<file path="src/pkg/id_tag_pkg.sv">
// Constants and carrier types for the message identifier tag registers
package id_tag_pkg;
	localparam logic [7:0] ADDR_BYTE1 = 8'hBC;
	localparam logic [7:0] ADDR_BYTE2 = 8'hBD;
	localparam logic [7:0] ADDR_BYTE3 = 8'hBE;
	localparam logic [7:0] ADDR_BYTE4 = 8'hBF;
	localparam int         NUM_BYTES  = 4;
	// Byte 4 field positions
	localparam int         POS_ID_LO_MSB = 7;
	localparam int         POS_ID_LO_LSB = 3;
	localparam int         POS_RTR       = 2;
	localparam int         POS_RB1       = 1;
	localparam int         POS_RB0       = 0;
	// Byte 2 standard-format identifier field
	localparam int         POS_STD_ID_LSB = 5;
	// Power-up fill value; contents are undefined to software
	localparam logic [7:0] FILL_VALUE = 8'h00;

	typedef struct packed {
		logic       wr;
		logic       rd;
		logic [7:0] addr;
		logic [7:0] wdata;
	} sfr_req_s;

	typedef struct packed {
		logic [28:0] identifier_tag_bits;
		logic        remote_request_tag;
		logic        frame_reserved1_tag;
		logic        frame_reserved0_tag;
	} tag_view_s;
endpackage

</file>
<file path="src/logic/id_tag_byte_store.sv">
// Four byte tag storage with one write port, one addressed read port and a whole-word output of all four bytes
`timescale 1ns/1ps
module id_tag_byte_store
(
	input  wire logic       clk_in,
	input  wire logic       en_in,
	input  wire logic       we_in,
	input  wire logic [1:0] wsel_in,
	input  wire logic [7:0] wdata_in,
	input  wire logic [1:0] rsel_in,
	output logic      [7:0] rdata_out,
	output logic [31:0]     all_out
);
	// No reset: contents undefined until software writes them
	logic [7:0] mem_q [0:3];
	logic [7:0] wval_d;

	always_comb
	begin
		wval_d = mem_q[wsel_in];
		if (we_in)
		begin
			wval_d = wdata_in;
		end
	end

	always_ff @(posedge clk_in)
	begin
		if (en_in)
		begin
			mem_q[wsel_in] <= wval_d;
		end
	end

	assign rdata_out = mem_q[rsel_in];
	assign all_out   = {mem_q[0], mem_q[1], mem_q[2], mem_q[3]};
endmodule

</file>
<file path="src/logic/msg_id_tag_regs.sv">
// Identifier tag register bank of one CAN message object
`timescale 1ns/1ps
//
// Contract
// - Extended: identifier 28..21 in byte 1 bits 7..0, MSB at bit 7.
// - Extended: identifier 20..13 in byte 2 bits 7..0, descending.
// - Extended: identifier 12..5 in byte 3 bits 7..0.
// - Extended: identifier 4..0 in byte 4 bits 7..3.
// - Remote-request tag in byte 4 bit 2, both formats.
// - Extended: reserved bit 1 tag in byte 4 bit 1.
// - Reserved bit 0 tag in byte 4 bit 0, both formats.
// - Standard: byte 3 wholly reserved, no identifier content.
// - Standard: byte 4 bits 7..3 and bit 1 reserved.
// - Reserved bits may read any value; tests ignore them.
// - No defined value after reset; undefined until written.
// - Standard: identifier 10..3 in byte 1 bits 7..0.
// - Standard: identifier 2..0 in byte 2 bits 7..5; 4..0 reserved.
module msg_id_tag_regs
(
	input  wire logic                 core_clk_in,
	input  wire logic                 nrst_in,
	input  wire logic                 clk_en_in,
	input  wire logic                 extended_fmt_in,
	input  wire logic                 sfr_wr_in,
	input  wire logic                 sfr_rd_in,
	input  wire logic [7:0]           sfr_addr_in,
	input  wire logic [7:0]           sfr_wdata_in,
	output logic      [7:0]           sfr_rdata_out,
	output logic                      sfr_hit_out,
	output id_tag_pkg::tag_view_s     tag_view_out
);
	// ---------------------------------------------
	// Reset release
	// ---------------------------------------------
	logic rst_meta_q;
	logic rst_sync_q;

	always_ff @(posedge core_clk_in or negedge nrst_in)
	begin
		if (!nrst_in)
		begin
			rst_meta_q <= 1'b0;
			rst_sync_q <= 1'b0;
		end
		else
		begin
			rst_meta_q <= 1'b1;
			rst_sync_q <= rst_meta_q;
		end
	end

	// ---------------------------------------------
	// Address decode
	// ---------------------------------------------
	function automatic logic in_bank(input logic [7:0] a);
		in_bank = (a >= id_tag_pkg::ADDR_BYTE1) && (a <= id_tag_pkg::ADDR_BYTE4);
	endfunction

	function automatic logic [1:0] bank_index(input logic [7:0] a);
		logic [7:0] d;
		d = a - id_tag_pkg::ADDR_BYTE1;
		bank_index = d[1:0];
	endfunction

	id_tag_pkg::sfr_req_s req;
	assign req = '{wr: sfr_wr_in, rd: sfr_rd_in, addr: sfr_addr_in, wdata: sfr_wdata_in};

	logic       wr_hit;
	logic       rd_hit;
	logic [7:0] raw_rdata;
	logic [31:0] all_bytes;

	// host keeps reserved bits zero
	// Written bytes are stored as given; no masking so reads echo writes
	assign wr_hit = rst_sync_q && req.wr && in_bank(req.addr);
	assign rd_hit = req.rd && in_bank(req.addr);

	id_tag_byte_store u_store
	(
		.clk_in    (core_clk_in),
		.en_in     (clk_en_in),
		.we_in     (wr_hit),
		.wsel_in   (bank_index(req.addr)),
		.wdata_in  (req.wdata),
		.rsel_in   (bank_index(req.addr)),
		.rdata_out (raw_rdata),
		.all_out   (all_bytes)
	);

	// ---------------------------------------------
	// Read data register
	// ---------------------------------------------
	logic [7:0] rdata_q;
	logic [7:0] rdata_d;
	logic       hit_q;
	logic       hit_d;

	always_comb
	begin
		rdata_d = rdata_q;
		hit_d   = 1'b0;
		if (rd_hit)
		begin
			rdata_d = raw_rdata;
			hit_d   = 1'b1;
		end
	end

	always_ff @(posedge core_clk_in or negedge nrst_in)
	begin
		if (!nrst_in)
		begin
			rdata_q <= 8'h00;
			hit_q   <= 1'b0;
		end
		else if (clk_en_in)
		begin
			rdata_q <= rdata_d;
			hit_q   <= hit_d;
		end
	end

	assign sfr_rdata_out = rdata_q;
	assign sfr_hit_out   = hit_q;

	// ---------------------------------------------
	// Format-dependent view for compare logic
	// ---------------------------------------------
	logic [7:0] b1;
	logic [7:0] b2;
	logic [7:0] b3;
	logic [7:0] b4;
	assign b1 = all_bytes[31:24];
	assign b2 = all_bytes[23:16];
	assign b3 = all_bytes[15:8];
	assign b4 = all_bytes[7:0];

	always_comb
	begin
		tag_view_out = '0;
		tag_view_out.remote_request_tag  = b4[id_tag_pkg::POS_RTR];
		tag_view_out.frame_reserved0_tag = b4[id_tag_pkg::POS_RB0];
		if (extended_fmt_in)
		begin
			tag_view_out.identifier_tag_bits = {b1, b2, b3,
				b4[id_tag_pkg::POS_ID_LO_MSB:id_tag_pkg::POS_ID_LO_LSB]};
			tag_view_out.frame_reserved1_tag = b4[id_tag_pkg::POS_RB1];
		end
		else
		begin
			tag_view_out.identifier_tag_bits = {18'h00000, b1,
				b2[7:id_tag_pkg::POS_STD_ID_LSB]};
		end
	end
endmodule

</file>
<file path="config.mk">
export PLATFORM = sky130hd
export DESIGN_NAME = msg_id_tag_regs
export DESIGN_NICKNAME = d
export VERILOG_FILES = /design/src/pkg/id_tag_pkg.sv /design/src/logic/id_tag_byte_store.sv /design/src/logic/msg_id_tag_regs.sv
export SDC_FILE = /design/constraint.sdc
export NUM_CORES = 1
export LEC_CHECK = 0
export ABC_AREA = 1
export BUFFER_PORTS_ARGS = -buffer_cell sky130_fd_sc_hd__buf_2
export CAP_MARGIN = 20
export CORE_MARGIN = 3
export CORE_UTILIZATION = 25
export CTS_BUF_LIST = sky130_fd_sc_hd__clkbuf_4 sky130_fd_sc_hd__clkbuf_8
export DETAILED_ROUTE_END_ITERATION = 10
export SLEW_MARGIN = 30
export SYNTH_ARGS = -nofsm -noshare
export SYNTH_HDL_FRONTEND = slang
export SYNTH_HIERARCHICAL = 1
export SYNTH_SLANG_ARGS = --single-unit
</file>
<file path="constraint.sdc">
create_clock -name core_clk_in -period 4.9 [get_ports core_clk_in]
set_clock_uncertainty 0.2 [all_clocks]
set_input_delay 0.98 -clock core_clk_in [delete_from_list [all_inputs] [get_ports core_clk_in]]
set_output_delay 0.98 -clock core_clk_in [all_outputs]
set_load 0.1 [all_outputs]
</file>
Yosys cells after proc, flatten, opt, wreduce, memory -nomap -nowiden
Memories as Yosys holds them, arrays and structs flattened.
Index checks and enable logic that the tools add are counted.

word-level totals
  bits in registers = 11
  latch bits = 0
  RAM bits = 32
  memory bits (read-only) = 0
  bits of input ports = 22
  output and inout bits = 41
  memories kept = 1

cells by class
  add/subtract/negate cells = 1
  multipliers = 0
  div/mod/pow operators = 0
  magnitude comparators = 2
  eq/ne operators = 0
  shifts and indexed selects = 0
  muxes and demuxes = 6
  bitwise gates (word level) = 0
  reduce and logical (&&, ||, !) cells = 5

memory list
  memory         depth  bits a word  read ports  clocked after Yosys merged registers in  write ports  line                     text
  u_store.mem_q  4      8            5           0                                        1            id_tag_byte_store.sv:15  logic [7:0] mem_q [0:3];

operators with widths
  kind                                                      count
  2-to-1 mux 29 bit                                         1
  greater-or-equal comparator 8 bit, second input constant  1
  less-or-equal comparator 8 bit, second input constant     1
  2-to-1 mux 8 bit                                          1
  logical AND 1 bit                                         4
  2-to-1 mux 1 bit                                          4
  AND reduction 2 bit                                       1
  subtractor 2 x 1 -> 2 bit, second input constant          1

Longest topological paths before layout
  depth in word-level cells = 4
  gate-level depth with buffers = 8
  depth with buffers taken out = 6

By module
The synthesis kept the hierarchy.

modules (own cells, without submodules)
  module             instances  cells each  area an instance (µm²)  seq. area each (µm²)
  id_tag_byte_store  1          133         1387.6                  960.9
  msg_id_tag_regs    1          101         779.5                   275.3

Least setup slack after synthesis
No wires, ideal clock.

  kind = input to output
  start point = input extended_fmt_in
  end point = output tag_view_out[14] (netlist name)
  arrival = 1.891 ns
  slack = 1.829 ns
  cell stages on the path = 4
  path through = buf_4 buf_4 nand2_1 inv_1

RTL lines
  element          line                   text
  start, declared  msg_id_tag_regs.sv:23  input wire logic extended_fmt_in,
  end, declared    msg_id_tag_regs.sv:30  output id_tag_pkg::tag_view_s tag_view_out

==> impl_metrics.tcl <==
set metrics [dict create \
    outcome "finished clean" \
    tritoncts "built" \
    postCtsHoldBufs 0 \
    ys_seq_elements 43 \
    hold_end "rst_sync_q" \
    critPathCaptureType "output pin" \
    syn_avg_cell_area_um2 9.261 \
    grt_usage_pct 10.63 \
    final.setup.tns_ns 0 \
    firstDrtPassIters 4 \
    grt.overflow.total 0 \
    required_ns 3.72 \
    synth_area_leaders "edfxtp_1 (44%), nand2_1 (14%), dfrtp_1 (13%)" \
    clockRootBuffer "clkbuf_8" \
    cpPeakStageDelay_ns 0.45 \
    yosysWarnings 6 \
    die_y_um 99.11 \
    vdd_drop_max_uv 125.6 \
    drive_gt1_share_pct 30.56 \
    fillers 900 \
    cts_setup_buffers 0 \
    hold_depth 0 \
    syn_to_final_growth_pct 24.25 \
    p_per_area_nw_per_um2 308.2 \
    swShare_pct 30.57 \
    crit-reg2reg-launch "rst_sync_q" \
    via_count 1650 \
    dpl.hpwl_um 3966 \
    crit_top_cell "buf_2" \
    slew_viol_final 0 \
    initial_core_util_pct 26.11 \
    cts-resized-gates 0 \
    p_clk_share_pct 33.0 \
    hold_viol 0 \
    h-tree-depth 2 \
    path_buf_inv 2 \
    clock-sinks 43 \
    internal-power_w 0.0005762 \
    slew_headroom_pct 61.87 \
    critical_path_arrival_ns 2.15 \
    rsz0062_at_grt "no" \
    cp_slowest_cell "buf_2" \
    dieWidth_um 99.11 \
    finalNetCount 322 \
    crit_type "in2out" \
    antenna_found_initial 0 \
    worst_pin_slew_ns 0.5720 \
    routed_via_density 4.064 \
    routed_wl_um 5165 \
    finalSetupViolCount 0 \
    hp-start "rst_meta_q" \
    core_area_um2 8299 \
    die-area_um2 9822 \
    pin_count 63 \
    r2r-end "u_store/mem_q[2][7]" \
    synth.cell_area_um2 2167 \
    drt-initial-drc-count 62 \
    crit_chain "buf_2 > mux2_2 > buf_2" \
    grt_start_max_net_pins 31 \
    grt_pass1_wl_um 8121 \
    yosys.area.top_type "edfxtp_1" \
    numCtsBuffers 5 \
    numPortBuffers 62 \
    power_leakage_nw 1.470 \
    ff2ff_path_depth 5 \
    dp_slack_ns 1.550 \
    crit_family "buffers and inverters" \
    ant_nets 0 \
    drcViolationCount 0 \
    switching_power_w 0.0002536 \
    combPwrFrac_pct 18.7 \
    fin_ws_ns 1.574 \
    power_frac_seq_pct 48.3 \
    ys_seq_area_share_pct 57.04 \
    num_rows 33 \
    fin_total_pwr_w 0.0008298 \
    post-route-period-util_pct 67.89 \
    min_period_ns 3.326 \
    clock_latency_ns 0.29 \
    cp-start-kind "primary input" \
    clkTransAtPathRegs_ns 0.07 \
    reg2reg_slack_ns 3.13 \
    diodes 0 \
    hold_path.class "reg2reg" \
    route.detailed.wl_per_inst_um 12.72 \
    clockBufferDepth 2 \
    max_cap_viol_count 0 \
    max_freq_mhz 300.6 \
    netlist_instances 234 \
    synth_top_area_share_pct 44.34 \
    gp_congestion 0.7263 \
    crit_fanout 30 \
    synth_nets 256 \
    grt_pass1_vias 1603 \
    netlist-cell-type-count 21 \
]
[routing by layer]
layer / up-vias / GRT usage, % / wire length (um)
met4: 0 / 2.731 / 24
met1: 737 / 13.98 / 2372
li1: 855 / - / -
met2: 54 / 17.56 / 2424
met5: - / 0 / 0
met3: 4 / 2.665 / 343
[layout by cell type, fill, tap and decap left out]
cell	netlist	final
nand2_1	79	79
buf_2	1	62
inv_1	56	56
edfxtp_1	32	32
nand3_1	16	16
mux2_2	11	11
dfrtp_1	11	11
nand4_1	8	8
clkbuf_8	0	5
nor3_1	4	4
buf_4	4	4
nand2_2	1	1
nand2_4	1	1
nor2_8	1	1
nor2_4	1	1
nor2_1	1	1
inv_2	1	1
nand3_4	1	1
o21ai_2	1	1
bufinv_16	0	1
clkinv_1	0	1
inv_6	0	1
conb_1	1	1
inv_4	1	1
[power groups by stage]
stage | clock, W | sequential [W] | combinational, W
final | 0.000274 | 0.000401 | 0.000155
after floorplan | 0 | 0.000449 | 0.0000848
after global placement | 0 | 0.000408 | 0.000155
after global routing | 0.000301 | 0.000402 | 0.000164
after detailed placement | 0 | 0.000409 | 0.000157
after CTS | 0.000285 | 0.000401 | 0.000157
[worst max-delay path by stage]
| stage | cells after the start | to | startpoint | slack [ns] |
|---|---|---|---|---|
| after floorplan | 4 | tag_view_out[14] | extended_fmt_in | 1.83 |
| after global placement | 3 | tag_view_out[4] | extended_fmt_in | 1.59 |
| after detailed placement | 3 | tag_view_out[6] | extended_fmt_in | 1.55 |
| after CTS | 3 | tag_view_out[6] | extended_fmt_in | 1.56 |
| after global routing | 3 | tag_view_out[5] | extended_fmt_in | 1.51 |
| final | 3 | tag_view_out[6] | extended_fmt_in | 1.57 |
[area by class of cell]
class	count	area, um2	area share, %
multi-input cells	126	653.1	24.26
inverters	58	220.2	8.178
well taps	105	131.4	4.879
flip-flops and latches	43	1236	45.91
repair buffers	66	340.3	12.64
clock buffers	5	68.82	2.556
clock inverters	3	42.54	1.580
[through the flow]
step                      cells  cell area (um2)  hold slack (ns)  util, %
after floorplan             234             2167           0.1312        -
after global placement      398             2581           0.1360    31.10
after detailed placement    398             2581           0.1436    31.10
after CTS                   406             2693           0.1617    32.44
after global routing        406             2693           0.1839    32.44
final                       406             2693           0.1583    32.44
[sequential cells by signal, summed over array words and instances, names as in the netlist]
register and count:
sfr_hit_out 1, rst_sync_q 1, rst_meta_q 1, u_store/mem_q 32, sfr_rdata_out 8
[kinds of logic (layout without fill, tap and decap cells)]
kind of cell / count (synthesis) / count (layout) / share of synthesized area, %
AO/OA/AOI/OAI: 1 / 1 / 0.4042
flip-flops: 43 / 43 / 57.04
other: 1 / 1 / 0.1730
AND/OR/NAND/NOR: 113 / 113 / 23.85
multiplexers: 11 / 11 / 5.716
buffers and inverters: 65 / 132 / 12.82
[cells in the mapped netlist, drive strengths merged]
cell type and instances:
buf 7, conb 1, dfrtp 11, edfxtp 32
inv 58, mux2 11, nand2 81, nand3 17
nand4 8, nor2 3, nor3 4, o21ai 1
Power figures use the tool's default switching activity.
